File: config.mk
export PLATFORM = sky130hd
export DESIGN_NAME = ecpwm_top
export DESIGN_NICKNAME = d
export VERILOG_FILES = /design/src/verilog/ecpwm_pkg.sv /design/src/verilog/ecpwm_top.sv
export VERILOG_INCLUDE_DIRS = /design/src /design/src/verilog
export SDC_FILE = /design/constraint.sdc
export NUM_CORES = 1
export LEC_CHECK = 0
export BUFFER_PORTS_ARGS = -buffer_cell sky130_fd_sc_hd__buf_2
export CORE_AREA = 2 2 78 80
export CTS_CLUSTER_SIZE = 14
export DETAILED_ROUTE_END_ITERATION = 8
export DIE_AREA = 0 0 80 82
export PLACE_DENSITY = 0.78
export SLEW_MARGIN = 15
export SYNTH_ARGS = -nofsm -noshare
export SYNTH_HDL_FRONTEND = slang
export SYNTH_SLANG_ARGS = --single-unit
File: constraint.sdc
create_clock -name SYS_CLK_IN -period 3.3 [get_ports SYS_CLK_IN]
set_input_delay 0.33 -clock SYS_CLK_IN [delete_from_list [all_inputs] [get_ports SYS_CLK_IN]]
set_output_delay 0.33 -clock SYS_CLK_IN [all_outputs]
set_load 0.005 [all_outputs]
File: src/verilog/ecpwm_cfg.svh
`ifndef ECPWM_CFG_SVH
`define ECPWM_CFG_SVH
// Capture/compare mode field encodings
`define ECPWM_MODE_OFF      4'h0
`define ECPWM_MODE_FALL     4'h4
`define ECPWM_MODE_RISE     4'h5
`define ECPWM_MODE_RISE4    4'h6
`define ECPWM_MODE_RISE16   4'h7
`define ECPWM_MODE_PWM      4'hC
// Bridge steering encodings
`define ECPWM_BR_SINGLE     2'h0
`define ECPWM_BR_FWD        2'h1
`define ECPWM_BR_HALF       2'h2
`define ECPWM_BR_REV        2'h3
// Prescaled edge counts
`define ECPWM_DIV4_LAST     4'h3
`define ECPWM_DIV16_LAST    4'hF
`endif

File: src/verilog/ecpwm_pkg.sv
package ecpwm_pkg;
    typedef logic [3:0] ecpwm_mode_t;
    typedef logic [1:0] ecpwm_bridge_t;
endpackage

File: src/verilog/ecpwm_top.sv
`timescale 1ns/1ps
`include "ecpwm_cfg.svh"
// Summary of operation
// - Four-bit mode selects rising or falling capture
// - Edge latches time base, raises enabled irq
// - PWM output has ten-bit duty resolution
// - Enhanced variant routes PWM to outputs A-D
// - Single mode drives output A only
// - Half-bridge drives complementary A and B only
// - Full-bridge forward and reverse drive four outputs
// - Pair A/C and B/D polarity selectable
// - Capture copies sixteen-bit count, high/low bytes
// - Mode also captures every fourth/sixteenth rise
module ecpwm_top #(
    parameter int PWM_BITS = 10
) (
    // Clock and reset
    input  wire logic                     SYS_CLK_IN,
    input  wire logic                     SRST_IN,
    // Control
    input  wire ecpwm_pkg::ecpwm_mode_t   CAPTURE_MODE_FIELD_IN,
    input  wire ecpwm_pkg::ecpwm_bridge_t BRIDGE_MODE_IN,
    input  wire logic                     POL_AC_LOW_IN,
    input  wire logic                     POL_BD_LOW_IN,
    input  wire logic                     CAPTURE_IRQ_ENABLE_IN,
    input  wire logic                     CAPTURE_FLAG_CLR_IN,
    // Time base and duty
    input  wire logic [15:0]              CAPTURE_TIME_BASE_IN,
    input  wire logic [PWM_BITS-1:0]      PWM_PERIOD_IN,
    input  wire logic [PWM_BITS-1:0]      PWM_DUTY_IN,
    // Pin
    input  wire logic                     CAP_PWM_PIN_IN,
    // Status
    output logic [7:0]                    CAPTURE_VALUE_HIGH_OUT,
    output logic [7:0]                    CAPTURE_VALUE_LOW_OUT,
    output logic                          CAPTURE_FLAG_OUT,
    output logic                          CAPTURE_IRQ_OUT,
    // Outputs
    output logic                          CAP_PWM_PIN_OUT,
    output logic                          BRIDGE_OUT_A_OUT,
    output logic                          BRIDGE_OUT_B_OUT,
    output logic                          BRIDGE_OUT_C_OUT,
    output logic                          BRIDGE_OUT_D_OUT,
    output logic [3:0]                    BRIDGE_OE_OUT
);
    logic                pin_q,  pin_d;
    logic [3:0]          pre_q,  pre_d;
    logic [15:0]         cap_q,  cap_d;
    logic                flag_q, flag_d;
    logic [PWM_BITS-1:0] cnt_q,  cnt_d;
    logic                pwm_q,  pwm_d;
    logic [3:0]          br_q,   br_d;
    logic [3:0]          oe_q,   oe_d;
    logic                rise;
    logic                fall;
    logic                hit;
    logic                pwm_mode;

    assign rise     = CAP_PWM_PIN_IN & ~pin_q;
    assign fall     = ~CAP_PWM_PIN_IN & pin_q;
    assign pwm_mode = ((CAPTURE_MODE_FIELD_IN & `ECPWM_MODE_PWM) == `ECPWM_MODE_PWM);

    always_comb begin
        hit   = 1'b0;
        pin_d = CAP_PWM_PIN_IN;
        pre_d = pre_q;
        unique case (CAPTURE_MODE_FIELD_IN)
            `ECPWM_MODE_FALL:   hit = fall;
            `ECPWM_MODE_RISE:   hit = rise;
            `ECPWM_MODE_RISE4: begin
                if (rise) pre_d = ({2'h0, pre_q[1:0]} == `ECPWM_DIV4_LAST) ? 4'h0 : pre_q + 4'h1;
                hit = rise && ({2'h0, pre_q[1:0]} == `ECPWM_DIV4_LAST);
            end
            `ECPWM_MODE_RISE16: begin
                if (rise) pre_d = pre_q + 4'h1;
                hit = rise && (pre_q == `ECPWM_DIV16_LAST);
            end
            default: pre_d = 4'h0;
        endcase
        cap_d  = hit ? CAPTURE_TIME_BASE_IN : cap_q;
        flag_d = hit | (flag_q & ~CAPTURE_FLAG_CLR_IN);
    end

    always_comb begin
        cnt_d = (cnt_q >= PWM_PERIOD_IN) ? '0 : cnt_q + 1'b1;
        pwm_d = pwm_mode && (cnt_d < PWM_DUTY_IN);
        br_d  = 4'h0;
        oe_d  = 4'h0;
        if (pwm_mode) begin
            unique case (BRIDGE_MODE_IN)
                `ECPWM_BR_SINGLE: begin
                    br_d = {3'h0, pwm_d};
                    oe_d = 4'h1;
                end
                `ECPWM_BR_HALF: begin
                    br_d = {2'h0, ~pwm_d, pwm_d};
                    oe_d = 4'h3;
                end
                `ECPWM_BR_FWD: begin
                    br_d = {pwm_d, 2'h0, 1'b1};
                    oe_d = 4'hF;
                end
                `ECPWM_BR_REV: begin
                    br_d = {1'b0, 1'b1, pwm_d, 1'b0};
                    oe_d = 4'hF;
                end
            endcase
            br_d = br_d ^ {POL_BD_LOW_IN, POL_AC_LOW_IN, POL_BD_LOW_IN, POL_AC_LOW_IN};
        end
    end

    always_ff @(posedge SYS_CLK_IN) begin
        if (SRST_IN) begin
            pin_q  <= 1'b0;
            pre_q  <= 4'h0;
            cap_q  <= 16'h0000;
            flag_q <= 1'b0;
            cnt_q  <= '0;
            pwm_q  <= 1'b0;
            br_q   <= 4'h0;
            oe_q   <= 4'h0;
        end else begin
            pin_q  <= pin_d;
            pre_q  <= pre_d;
            cap_q  <= cap_d;
            flag_q <= flag_d;
            cnt_q  <= cnt_d;
            pwm_q  <= pwm_d;
            br_q   <= br_d;
            oe_q   <= oe_d;
        end
    end

    assign CAPTURE_VALUE_HIGH_OUT = cap_q[15:8];
    assign CAPTURE_VALUE_LOW_OUT  = cap_q[7:0];
    assign CAPTURE_FLAG_OUT       = flag_q;
    assign CAPTURE_IRQ_OUT        = flag_q & CAPTURE_IRQ_ENABLE_IN;
    assign CAP_PWM_PIN_OUT        = pwm_q;
    assign BRIDGE_OUT_A_OUT       = br_q[0];
    assign BRIDGE_OUT_B_OUT       = br_q[1];
    assign BRIDGE_OUT_C_OUT       = br_q[2];
    assign BRIDGE_OUT_D_OUT       = br_q[3];
    assign BRIDGE_OE_OUT          = oe_q;

    property p_capture_latch;
        @(posedge SYS_CLK_IN) disable iff (SRST_IN)
        (CAPTURE_MODE_FIELD_IN == `ECPWM_MODE_RISE && rise)
        |=> ({CAPTURE_VALUE_HIGH_OUT, CAPTURE_VALUE_LOW_OUT} == $past(CAPTURE_TIME_BASE_IN)
             && CAPTURE_FLAG_OUT);
    endproperty
    a_capture_latch: assert property (p_capture_latch) else $error("rise capture missed");

    property p_fall_latch;
        @(posedge SYS_CLK_IN) disable iff (SRST_IN)
        (CAPTURE_MODE_FIELD_IN == `ECPWM_MODE_FALL && fall) |=> CAPTURE_FLAG_OUT;
    endproperty
    a_fall_latch: assert property (p_fall_latch) else $error("fall capture missed");

    property p_irq_gate;
        @(posedge SYS_CLK_IN) disable iff (SRST_IN)
        CAPTURE_IRQ_OUT |-> (CAPTURE_FLAG_OUT && CAPTURE_IRQ_ENABLE_IN);
    endproperty
    a_irq_gate: assert property (p_irq_gate) else $error("irq without enable");

    property p_flag_sticky;
        @(posedge SYS_CLK_IN) disable iff (SRST_IN)
        (CAPTURE_FLAG_OUT && !CAPTURE_FLAG_CLR_IN) |=> CAPTURE_FLAG_OUT;
    endproperty
    a_flag_sticky: assert property (p_flag_sticky) else $error("flag dropped");

    property p_hold_value;
        @(posedge SYS_CLK_IN) disable iff (SRST_IN)
        !hit |=> $stable({CAPTURE_VALUE_HIGH_OUT, CAPTURE_VALUE_LOW_OUT});
    endproperty
    a_hold_value: assert property (p_hold_value) else $error("value changed");

    property p_div16;
        @(posedge SYS_CLK_IN) disable iff (SRST_IN)
        (CAPTURE_MODE_FIELD_IN == `ECPWM_MODE_RISE16 && !(rise && pre_q == `ECPWM_DIV16_LAST))
        |=> $stable({CAPTURE_VALUE_HIGH_OUT, CAPTURE_VALUE_LOW_OUT});
    endproperty
    a_div16: assert property (p_div16) else $error("early div16 capture");

    property p_single;
        @(posedge SYS_CLK_IN) disable iff (SRST_IN)
        (pwm_mode && BRIDGE_MODE_IN == `ECPWM_BR_SINGLE) |=> (BRIDGE_OE_OUT == 4'h1);
    endproperty
    a_single: assert property (p_single) else $error("single drives extra pins");

    property p_half;
        @(posedge SYS_CLK_IN) disable iff (SRST_IN)
        (pwm_mode && BRIDGE_MODE_IN == `ECPWM_BR_HALF && !POL_AC_LOW_IN && !POL_BD_LOW_IN)
        |=> (BRIDGE_OUT_A_OUT != BRIDGE_OUT_B_OUT);
    endproperty
    a_half: assert property (p_half) else $error("half not complementary");

    property p_pwm_off;
        @(posedge SYS_CLK_IN) disable iff (SRST_IN)
        (pwm_mode && PWM_DUTY_IN == '0) |=> !CAP_PWM_PIN_OUT;
    endproperty
    a_pwm_off: assert property (p_pwm_off) else $error("zero duty drives high");

    property p_div4;
        @(posedge SYS_CLK_IN) disable iff (SRST_IN)
        (CAPTURE_MODE_FIELD_IN == `ECPWM_MODE_RISE4 && rise
            && {2'h0, pre_q[1:0]} == `ECPWM_DIV4_LAST)
        |=> ({CAPTURE_VALUE_HIGH_OUT, CAPTURE_VALUE_LOW_OUT} == $past(CAPTURE_TIME_BASE_IN)
             && CAPTURE_FLAG_OUT);
    endproperty
    a_div4: assert property (p_div4) else $error("fourth rise capture missed");

    property p_irq_raise;
        @(posedge SYS_CLK_IN) disable iff (SRST_IN)
        (hit && CAPTURE_IRQ_ENABLE_IN) |=> (CAPTURE_IRQ_OUT || !CAPTURE_IRQ_ENABLE_IN);
    endproperty
    a_irq_raise: assert property (p_irq_raise) else $error("capture irq missed");

    property p_flag_clear;
        @(posedge SYS_CLK_IN) disable iff (SRST_IN)
        (CAPTURE_FLAG_CLR_IN && !hit) |=> !CAPTURE_FLAG_OUT;
    endproperty
    a_flag_clear: assert property (p_flag_clear) else $error("flag not cleared");

    property p_fwd;
        @(posedge SYS_CLK_IN) disable iff (SRST_IN)
        (pwm_mode && BRIDGE_MODE_IN == `ECPWM_BR_FWD && !POL_AC_LOW_IN && !POL_BD_LOW_IN)
        |=> (BRIDGE_OUT_A_OUT && !BRIDGE_OUT_B_OUT && !BRIDGE_OUT_C_OUT
             && BRIDGE_OUT_D_OUT == CAP_PWM_PIN_OUT && BRIDGE_OE_OUT == 4'hF);
    endproperty
    a_fwd: assert property (p_fwd) else $error("forward bridge wrong");

    property p_bridge_idle;
        @(posedge SYS_CLK_IN) disable iff (SRST_IN)
        !pwm_mode |=> (BRIDGE_OE_OUT == 4'h0 && !CAP_PWM_PIN_OUT && !BRIDGE_OUT_A_OUT
            && !BRIDGE_OUT_B_OUT && !BRIDGE_OUT_C_OUT && !BRIDGE_OUT_D_OUT);
    endproperty
    a_bridge_idle: assert property (p_bridge_idle) else $error("bridge not idle");
endmodule

==> results of run 1 <==
## cells by family (layout without fill, tap and decap cells)
group	after synthesis	after routing	synth area share, %
XOR/XNOR	10	10	4.00
flip-flops	40	40	36.5
AND/OR/NAND/NOR	97	97	21.1
buffers and inverters	35	113	6.79
AO/OA/AOI/OAI	32	32	10.8
adder cells (fa/ha/maj)	22	22	12.6
multiplexers	18	18	8.22
## routing by layer
metal	track usage (%)	up-vias	part of all wire (%)
li1	-	1002	-
met1	17.4	897	43
met2	28.2	36	53
met3	2.31	7	3.4
met4	4.92	0	1.5
met5	0	-	0
## report_power, final
group	switching (µW)	leakage, µW	internal, µW
clock network	162	0.0000400	143
logic	66.4	0.00116	61.0
registers	6.15	0.000325	493
total	235	0.00152	697
## cells in the mapped netlist (2+ instances only)
master	number
nand2_1	11
clkbuf_1	3
nand2b_1	4
nor2_1	51
mux2i_1	18
ha_1	22
nand3_1	8
nand4_1	3
xor2_1	5
xnor2_1	5
buf_2	2
a211oi_1	3
o21ai_0	3
nor2b_1	3
nor3_1	3
or2_2	2
nor4b_1	2
inv_1	27
buf_4	2
dfxtp_1	40
o21a_1	2
or3_1	2
a21oi_1	13
## final timing paths
check             slack (ns)          endpoint                     from  cells past startpoint
setup reg to reg        0.23           br_q[1]                 cnt_q[7]                     14
hold reg to reg         0.49  CAPTURE_FLAG_OUT         CAPTURE_FLAG_OUT                      2
hold / removal          0.27          cap_q[2]  CAPTURE_TIME_BASE_IN[2]                      3
setup / recovery        0.23           br_q[1]                 cnt_q[7]                     14
## per-stage QoR
step	TNS [ns]	utilization, %	setup WS [ns]	instance area (µm²)	std cells
after global routing	-0.0206	48.0	-0.0206	2760	407
after CTS	0	47.4	0.0203	2720	406
after floorplan	0	-	0.138	2190	254
final	0	48.0	0.230	2760	407
after detailed placement	-0.0672	45.9	-0.0503	2640	399
after global placement	0	45.9	0.102	2640	399
## repair_timing
item,4_1_cts,5_1_grt
setup endpoints to repair,0,4
gates resized for setup,0,8
setup buffers,0,1
hold endpoints to repair,0,0
## critical path: stages (launching register included)
cell and delay (ns):
dfxtp_2 0.35, ha_1 0.29, a211o_1 0.28, a21oi_2 0.18, o41ai_4 0.11, or2_4 0.28
nor2_1 0.12, ha_1 0.27, a21oi_2 0.18, o21ai_2 0.09, a2111oi_4 0.32, buf_4 0.19
a21oi_1 0.04, o21ai_1 0.15, o211ai_1 0.11
## placed cells by master, fill, tap and decap left out, types with 3 or more instances in the layout
cell | synthesis | routed
a21oi_1 | 13 | 11
a21oi_2 | 1 | 3
buf_2 | 2 | 75
buf_4 | 2 | 4
clkbuf_8 | 0 | 5
dfxtp_1 | 40 | 39
ha_1 | 22 | 22
inv_1 | 27 | 27
mux2i_1 | 18 | 18
nand2_1 | 11 | 11
nand2b_1 | 4 | 4
nand3_1 | 8 | 8
nand4_1 | 3 | 3
nor2_1 | 51 | 51
nor2b_1 | 3 | 3
nor3_1 | 3 | 3
xnor2_1 | 5 | 5
xor2_1 | 5 | 5
## cell type report
cell class	count	area, µm²
fillers	577	2990
multi-input cells	179	1270
flip-flops and latches	40	802
repair buffers	79	405
inverters	27	101
well taps	75	93.8
clock buffers	5	68.8
clock inverters	2	12.5
## registers in the layout, summed over array words and instances, names as in the netlist
name,cells
CAP_PWM_PIN_OUT,1
pre_q,4
pin_q,1
cnt_q,10
CAPTURE_FLAG_OUT,1
br_q,4
BRIDGE_OE_OUT,3
cap_q,16
==> qor.yml, run 1 <==
timing:
  slew_headroom_pct: 74.4
  finClkSkew_ns: 0.00818
  finalHoldViolCount: 0
  setup_viol_count_final: 0
  layout_min_cycle_time_ns: 3.07
  whs_ns: 0.272
  worst_pin_slew_ns: 0.378
  finalMaxSlewViolations: 0
  timing.fmax_mhz: 326
  finalCritPeriodShare_pct: 93.0
routing:
  totalWireLength_um: 4800
  first_iter_violations: 41
  ant_nets: 0
  vias: 1942
  drc: 0
  first_pass_iters: 4
  vias_per_cell: 4.77
  avgRoutedWirePerCell_um: 11.8
global_routing:
  antenna_found_initial: 0
  grt_pass1_wl_um: 7900
  gr-total-overflow: 0
  grt_max_degree: 23
  grt_pass1_vias: 1881
  gr-usage-all-layers_pct: 15.0
synthesis:
  yosysUniqueCellTypes: 43
  syn_inst: 254
  yosysWarnings: 0
  synthFlopType: "dfxtp_1"
  netlist.area_leader.share_pct: 36.5
  synth_fp_nets: 325
  synth_area_leaders: "dfxtp_1 37%, ha_1 13%, nor2_1 8.7%"
  yosysSeqAreaShare_pct: 36.5
  syn_avg_cell_area_um2: 8.63
  synth-async-reset-ratio_pct: 0
  synth-edff-count: 0
  synth_seq_cells: 40
  yosys.area.top_type: "dfxtp_1"
  synthesis.area_um2: 2190
die:
  die_area_um2: 6560
  core_area_um2: 5750
  row_count: 28
  start_util_pct: 38.2
  die_w_um: 80
  die_y_um: 82
  ios: 76
clock_tree:
  clk_pin_slew_worst_paths_ns: 0.08
  cts_tree: "done"
  cts_hold_buf: 0
  clockBufferDepth: 2
  cts_buffers: 5
  root_buffer: "clkbuf_8"
  cts_sinks: 40
  h-tree-depth: 2
  clk_latency_ns: 0.29
worst_setup_path:
  crit_arrival_ns: 3.24
  endpoint_kind: "flip-flop"
  worstSetupStartpointType: "flip-flop"
  worst-setup-path-type: "flip-flop to flip-flop"
  worstPathRequired_ns: 3.47
  worst-path-max-fanout: 9
flow_run:
  maxCapViolations: 0
placement:
  place_hpwl_um: 3900
  portBuffers: 75
  gp_congestion: 0.821
power_and_ir_drop:
  power.density_nw_per_um2: 338
  power.total_uw: 931
  cellLeakagePower_uw: 0.00152
  ir_drop_mv: 0.134
cells_and_area:
  drive_gt1_share_pct: 30.7
  final_nets: 403
  diodes: 0
  syn2layout_area_growth_pct: 25.9
worst_hold_path:
  hold_path_class: "input pin to flip-flop"
status:
  status: "completed"
(Power assumes the default switching activity.)
==> inputs of run 2 (changes only) <==
--- a/config.mk
+++ b/config.mk
@@ -6,12 +6,12 @@
 export SDC_FILE = /design/constraint.sdc
 export NUM_CORES = 1
 export LEC_CHECK = 0
-export BUFFER_PORTS_ARGS = -buffer_cell sky130_fd_sc_hd__buf_2
 export CORE_AREA = 2 2 78 80
 export CTS_CLUSTER_SIZE = 14
 export DETAILED_ROUTE_END_ITERATION = 8
 export DIE_AREA = 0 0 80 82
-export PLACE_DENSITY = 0.78
+export DONT_BUFFER_PORTS = 1
+export PLACE_DENSITY = 0.66
 export SLEW_MARGIN = 15
 export SYNTH_ARGS = -nofsm -noshare
 export SYNTH_HDL_FRONTEND = slang
==> qor.yml, run 2 (same netlist as run 1, synthesis figures left out) <==
power_and_ir_drop:
  cellLeakagePower_uw: 0.00121  # was 0.00152 µW
  power.density_nw_per_um2: 401  # was 338 nW/µm²
  switchingPower_uw: 234  # was 235 µW
  p_sw_share_pct: 23.5  # was 25.2%
  clockPowerShare_pct: 40.5  # was 32.8%
  seqPwrFrac_pct: 50.3  # was 53.6%
  ir_drop_mv: 0.255  # was 0.134 mV
  power_frac_comb_pct: 9.2  # was 13.7%
  internal_power_uw: 762  # was 697 µW
worst_setup_path:
  r2r-start: "cnt_q[7]"  # unchanged
  endpoint_kind: "flip-flop"  # unchanged
  path_cells: "ha_4 > a211o_1 > a21oi_2 > o41ai_4 > or2_4 > buf_12 > nor2_1 > ha_1 > a211oi_2 > nor2_2 > a2111oi_4 > buf_4 > a31oi_1 > a41o_1"  # was ha_1 > a211o_1 > a21oi_2 > o41ai_4 > or2_4 > nor2_1 > ha_1 > a21oi_2 > o21ai_2 > a2111oi_4 > buf_4 > a21oi_1 > o21ai_1 > o211ai_1
  worstPathRequired_ns: 3.48  # was 3.47 ns
  worst-path-max-fanout: 5  # was 9
  worst-setup-path-type: "flip-flop to flip-flop"  # unchanged
  crit_start: "cnt_q[7]"  # unchanged
  crit_arrival_ns: 3.31  # was 3.24 ns
  rrSetupSlack_ns: 0.17  # was 0.23 ns
  worstSetupStartpointType: "flip-flop"  # unchanged
  slowest_delay_ns: 0.39  # was 0.35 ns
  worst_path_max_delay_cell: "dfxtp_2"  # unchanged
  worstReg2RegEnd: "br_q[3]"  # was br_q[1]
  reg2reg_depth: 14  # unchanged
clock_tree:
  cts_tree: "done"  # unchanged
  clk_latency_ns: 0.28  # was 0.29 ns
  cts_hold_buf: 0  # unchanged
  cts_sinks: 40  # unchanged
  root_buffer: "clkbuf_8"  # unchanged
  clockBufferDepth: 2  # unchanged
  clk_pin_slew_worst_paths_ns: 0.08  # about the same
  cts_buffers: 5  # unchanged
  h-tree-depth: 2  # unchanged
routing:
  first_iter_violations: 41  # unchanged
  vias: 1637  # was 1942
  drc: 0  # unchanged
  avgRoutedWirePerCell_um: 12.8  # was 11.8 µm
  totalWireLength_um: 4280  # was 4800 µm
  first_pass_iters: 4  # unchanged
  ant_nets: 0  # unchanged
  vias_per_cell: 4.90  # was 4.77
die:
  die_w_um: 80  # unchanged
  die_area_um2: 6560  # unchanged
  core_area_um2: 5750  # unchanged
  ios: 76  # unchanged
  row_count: 28  # unchanged
  start_util_pct: 38.2  # unchanged
  die_y_um: 82  # unchanged
status:
  status: "completed"  # unchanged
cells_and_area:
  final_nets: 329  # was 403
  drive_gt1_share_pct: 13.9  # was 30.7%
  final_cell_mix: "49 x nor2_1, 38 x dfxtp_1, 26 x inv_1"  # was 75 x buf_2, 51 x nor2_1, 39 x dfxtp_1
  largest_register_ffs: 16  # unchanged
  diodes: 0  # unchanged
  syn2layout_area_growth_pct: 13.2  # was 25.9%
  final_util_pct: 43.2  # was 48.0%
  layout_commonest_cell: "nor2_1"  # was buf_2
  reg.largest.list: "cap_q: 16 flops, cnt_q: 10 flops"  # unchanged
  regMostFlops: "cap_q"  # unchanged
worst_hold_path:
  whs_path_depth: 1  # was 3
  hp-start: "SRST_IN"  # was CAPTURE_TIME_BASE_IN[2]
  hold_path_class: "input pin to flip-flop"  # unchanged
  min_to: "CAPTURE_FLAG_OUT"  # was cap_q[2]
global_routing:
  grt_pass1_wl_um: 6400  # was 7900 µm
  gr-total-overflow: 0  # unchanged
  grt_pass1_vias: 1542  # was 1881
  antenna_found_initial: 0  # unchanged
  gr-usage-all-layers_pct: 12.5  # was 15.0%
  grt_max_degree: 23  # unchanged
placement:
  gp_congestion: 0.769  # was 0.821
  portBuffers: 0  # was 75
  place_hpwl_um: 3390  # was 3900 µm
flow_run:
  maxCapViolations: 0  # unchanged
timing:
  timing.fmax_mhz: 320  # was 326 MHz
  layout_min_cycle_time_ns: 3.13  # was 3.07 ns
  whs_ns: 0.106  # was 0.272 ns
  setup_viol_count_final: 0  # unchanged
  finalCritPeriodShare_pct: 94.7  # was 93.0%
  slew_headroom_pct: 30.9  # was 74.4%
  finalHoldViolCount: 0  # unchanged
  finClkSkew_ns: 0.00522  # was 0.00818 ns
  finalMaxSlewViolations: 0  # unchanged
  worst_pin_slew_ns: 1.04  # was 0.378 ns
-- run 2: worst max-delay path, delay by kind of cell (launching register included) --
kind,cells,cell delay [ns]
compound gates,7,1.40
fa+ha+maj,2,0.48
buf+inv,2,0.32
flops,1,0.39
simple gates,3,0.44
-- run 2: area by class of cell --
| class | count | area [µm²] |
|---|---|---|
| Clock buffer | 5 | 68.8 |
| Clock inverter | 3 | 46.3 |
| Fill cell | 571 | 3260 |
| Inverter | 27 | 101 |
| Multi-Input combinational cell | 179 | 1310 |
| Sequential cell | 40 | 803 |
| Tap cell | 75 | 93.8 |
| Timing Repair Buffer | 5 | 53.8 |
-- run 2: power by group through the flow --
stage,combinational (µW),sequential [µW],clock [µW]
after detailed placement,83.5,512,0
after CTS,84.0,501,417
after global routing,105,503,440
after floorplan,69.2,510,0
final,91.8,501,403
after global placement,80.7,512,0
-- run 2: metrics by stage --
step	setup TNS [ns]	std cells	instance area [µm²]	worst slack, ns	power [µW]
after CTS	0	331	2370	0.0449	1000
after detailed placement	0	323	2260	0.0513	596
after global placement	0	323	2260	0.158	593
after floorplan	0	254	2190	0.138	580
final	0	334	2480	0.174	996
after global routing	-0.00682	334	2480	-0.00682	1050
-- run 2: what timing repair did --
item / CTS / global route
endpoints found under the setup margin: 0 / 4
buffers inserted: 0 / 3
gates resized for setup: 0 / 17
-- run 2: how the worst max path moves through the flow --
stage,endpoint,slack (ns),cells past startpoint
after floorplan,br_q[0],0.14,15
after global placement,br_q[1],0.16,14
after detailed placement,br_q[1],0.05,14
after CTS,br_q[1],0.04,13
after global routing,br_q[1],-0.007,15
final,br_q[3],0.17,14
-- run 2: per-layer routing --
| metal | vias up | part of all wire, % | track usage (%) |
|---|---|---|---|
| li1 | 856 | - | - |
| met1 | 731 | 46 | 15.2 |
| met2 | 44 | 47 | 21.1 |
| met3 | 6 | 5.8 | 3.74 |
| met4 | 0 | 0.93 | 4.24 |
| met5 | - | 0 | 0 |
==> inputs of run 3 (changes only) <==
--- a/config.mk
+++ b/config.mk
@@ -6,10 +6,10 @@
 export SDC_FILE = /design/constraint.sdc
 export NUM_CORES = 1
 export LEC_CHECK = 0
-export CORE_AREA = 2 2 78 80
+export CORE_AREA = 2 2 89 70
 export CTS_CLUSTER_SIZE = 14
 export DETAILED_ROUTE_END_ITERATION = 8
-export DIE_AREA = 0 0 80 82
+export DIE_AREA = 0 0 91 72
 export DONT_BUFFER_PORTS = 1
 export PLACE_DENSITY = 0.66
 export SLEW_MARGIN = 15
==> constraint.sdc (replaced) <==
create_clock -name SYS_CLK_IN -period 3.3 [get_ports SYS_CLK_IN]
set_input_delay 0.495 -clock SYS_CLK_IN [delete_from_list [all_inputs] [get_ports SYS_CLK_IN]]
set_output_delay 0.495 -clock SYS_CLK_IN [all_outputs]
set_load 0.005 [all_outputs]
==> qor.yml, run 3 (same netlist as run 1, synthesis figures left out) <==
cells_and_area:
  final_cell_mix: "51 x nor2_1, 39 x dfxtp_1, 27 x inv_1"  # was 49 x nor2_1, 38 x dfxtp_1, 26 x inv_1
  regMostFlops: "cap_q"  # unchanged
  finalInstanceArea_um2: 2390  # was 2480 µm²
  drive_gt1_share_pct: 8.98  # was 13.9%
  finalNonFillerCells: 334  # unchanged
  multiInputGateArea_um2: 1250  # was 1310 µm²
  largest_register_ffs: 16  # unchanged
  reg.largest.list: "cap_q: 16 flops, cnt_q: 10 flops"  # unchanged
  nFillCells: 595  # was 571
  diodes: 0  # unchanged
  final_nets: 326  # was 329
  seq_area_um2: 802  # was 803 µm²
  layout_commonest_cell: "nor2_1"  # unchanged
  syn2layout_area_growth_pct: 9.08  # was 13.2%
routing:
  first_iter_violations: 72  # was 41
  drc: 0  # unchanged
  first_pass_iters: 4  # unchanged
  vias: 1651  # was 1637
  totalWireLength_um: 4520  # was 4280 µm
  vias_per_cell: 4.94  # was 4.90
  avgRoutedWirePerCell_um: 13.5  # was 12.8 µm
  ant_nets: 0  # unchanged
worst_setup_path:
  endpoint_kind: "flip-flop"  # unchanged
  worstReg2RegEnd: "br_q[1]"  # was br_q[3]
  cp_num_buf_inv: 1  # was 2
  path_cells: "ha_1 > a211o_1 > a21oi_2 > o41ai_2 > or2_4 > nor2_1 > ha_1 > and4_1 > a2111oi_4 > buf_4 > a21oi_1 > o21ai_0 > o211ai_1"  # was ha_4 > a211o_1 > a21oi_2 > o41ai_4 > or2_4 > buf_12 > nor2_1 > ha_1 > a211oi_2 > nor2_2 > a2111oi_4 > buf_4 > a31oi_1 > a41o_1
  crit_arrival_ns: 3.26  # was 3.31 ns
  r2r-start: "cnt_q[7]"  # unchanged
  slowest_delay_ns: 0.40  # was 0.39 ns
  worst-setup-path-type: "flip-flop to flip-flop"  # unchanged
  worstPathRequired_ns: 3.47  # was 3.48 ns
  worstSetupStartpointType: "flip-flop"  # unchanged
  crit_start: "cnt_q[7]"  # unchanged
  reg2reg_depth: 13  # was 14
  rrSetupSlack_ns: 0.21  # was 0.17 ns
  cp.depth: 13  # was 14
  worst_path_max_delay_cell: "dfxtp_1"  # was dfxtp_2
  cp-endpoint: "br_q[1]"  # was br_q[3]
  path_common_cell: "ha_1"
  worst-path-max-fanout: 9  # was 5
  critical_path.top_delay_family: "compound AO/OA/AOI/OAI gates"  # unchanged
global_routing:
  grt_pass1_wl_um: 7000  # was 6400 µm
  grt_pass1_vias: 1505  # was 1542
  gr-usage-all-layers_pct: 13.3  # was 12.5%
  gr-total-overflow: 0  # unchanged
  grt_max_degree: 23  # unchanged
  antenna_found_initial: 0  # unchanged
die:
  row_count: 24  # was 28
  die_y_um: 72  # was 82 µm
  core_area_um2: 5650  # was 5750 µm²
  start_util_pct: 38.8  # was 38.2%
  die_area_um2: 6550  # was 6560 µm²
  ios: 76  # unchanged
  die_w_um: 91  # was 80 µm
status:
  status: "completed"  # unchanged
placement:
  pre_cts_ws_ns: -0.0369  # was 0.0513 ns
  gp_congestion: 0.851  # was 0.769
  place_area_um2: 2260  # about the same
  portBuffers: 0  # unchanged
  place_hpwl_um: 3660  # was 3390 µm
  dp_cells: 326  # was 323
power_and_ir_drop:
  power.density_nw_per_um2: 422  # was 401 nW/µm²
  ir_drop_mv: 0.207  # was 0.255 mV
  cellLeakagePower_uw: 0.00117  # was 0.00121 µW
timing:
  finalCritPeriodShare_pct: 93.6  # was 94.7%
  slew_headroom_pct: 29.7  # was 30.9%
  fin_ws_ns: 0.212  # was 0.174 ns
  timing.fmax_mhz: 324  # was 320 MHz
  layout_min_cycle_time_ns: 3.09  # was 3.13 ns
  setup_viol_count_final: 0  # unchanged
  finalHoldViolCount: 0  # unchanged
  finClkSkew_ns: 0.00228  # was 0.00522 ns
  rsz0062_at_grt: "false"
  worst_pin_slew_ns: 1.05  # was 1.04 ns
  finalMaxSlewViolations: 0  # unchanged
worst_hold_path:
  hold_path_class: "input pin to flip-flop"  # unchanged
  hp-start: "SRST_IN"  # unchanged
clock_tree:
  h-tree-depth: 2  # unchanged
  cts_sinks: 40  # unchanged
  cts_tree: "done"  # unchanged
  clk_pin_slew_worst_paths_ns: 0.08  # about the same
  root_buffer: "clkbuf_8"  # unchanged
  clockBufferDepth: 2  # unchanged
  cts_buffers: 5  # unchanged
  clk_latency_ns: 0.29  # was 0.28 ns
flow_run:
  maxCapViolations: 0  # unchanged
-- run 3: final cells by class --
class,instances,area share [%]
clock inverter,2,1.62
tap,78,4.08
timing repair buffer,2,0.628
sequential,40,33.5
clock buffer,6,3.45
inverter,27,4.24
multi-input combinational,179,52.4
-- run 3: worst register-to-register path, stage by stage (launching register included) --
cell and delay, ns:
dfxtp_1 0.40, ha_1 0.27, a211o_1 0.27, a21oi_2 0.13, o41ai_2 0.09, or2_4 0.30, nor2_1 0.14, ha_1 0.28
and4_1 0.24, a2111oi_4 0.37, buf_4 0.19, a21oi_1 0.04, o21ai_0 0.15, o211ai_1 0.10
-- run 3: routing by layer --
layer  up-vias  track usage [%]  wire, µm
li1        853                -         -
met1       751             17.2      2120
met2        42             20.8      2040
met3         5             4.88       308
met4         0             4.55        46
met5         -                0         0
-- run 3: through the flow --
step	power [µW]	utilization [%]	hold slack, ns	setup TNS, ns
after floorplan	579	-	0.437	0
after global placement	592	40.0	0.465	0
after detailed placement	594	40.0	0.479	-0.0598
after CTS	1020	42.2	0.256	0
after global routing	1050	42.4	0.252	0
final	1010	42.4	0.272	0
-- run 3: repair_timing --
item	in CTS	in global routing
endpoints found under the setup margin	0	3
setup buffers	0	0
resized for setup	0	3
hold buffers	0	0
-- run 3: worst min path at each step --
stage,to,slack (ns),depth (start not counted)
after detailed placement,cnt_q[0],0.48,1
final,CAPTURE_FLAG_OUT,0.27,1
after CTS,CAPTURE_FLAG_OUT,0.26,1
after global routing,cap_q[11],0.25,1
after floorplan,cnt_q[0],0.44,1
after global placement,cnt_q[0],0.47,1
-- run 3: power breakdown --
part	leakage (µW)	switching (µW)	total, µW	internal, µW
Combinational	0.000785	45.5	81.5	36.1
Sequential	0.000324	9.16	502	493
Clock	0.0000614	178	425	247
Total	0.00117	232	1010	776
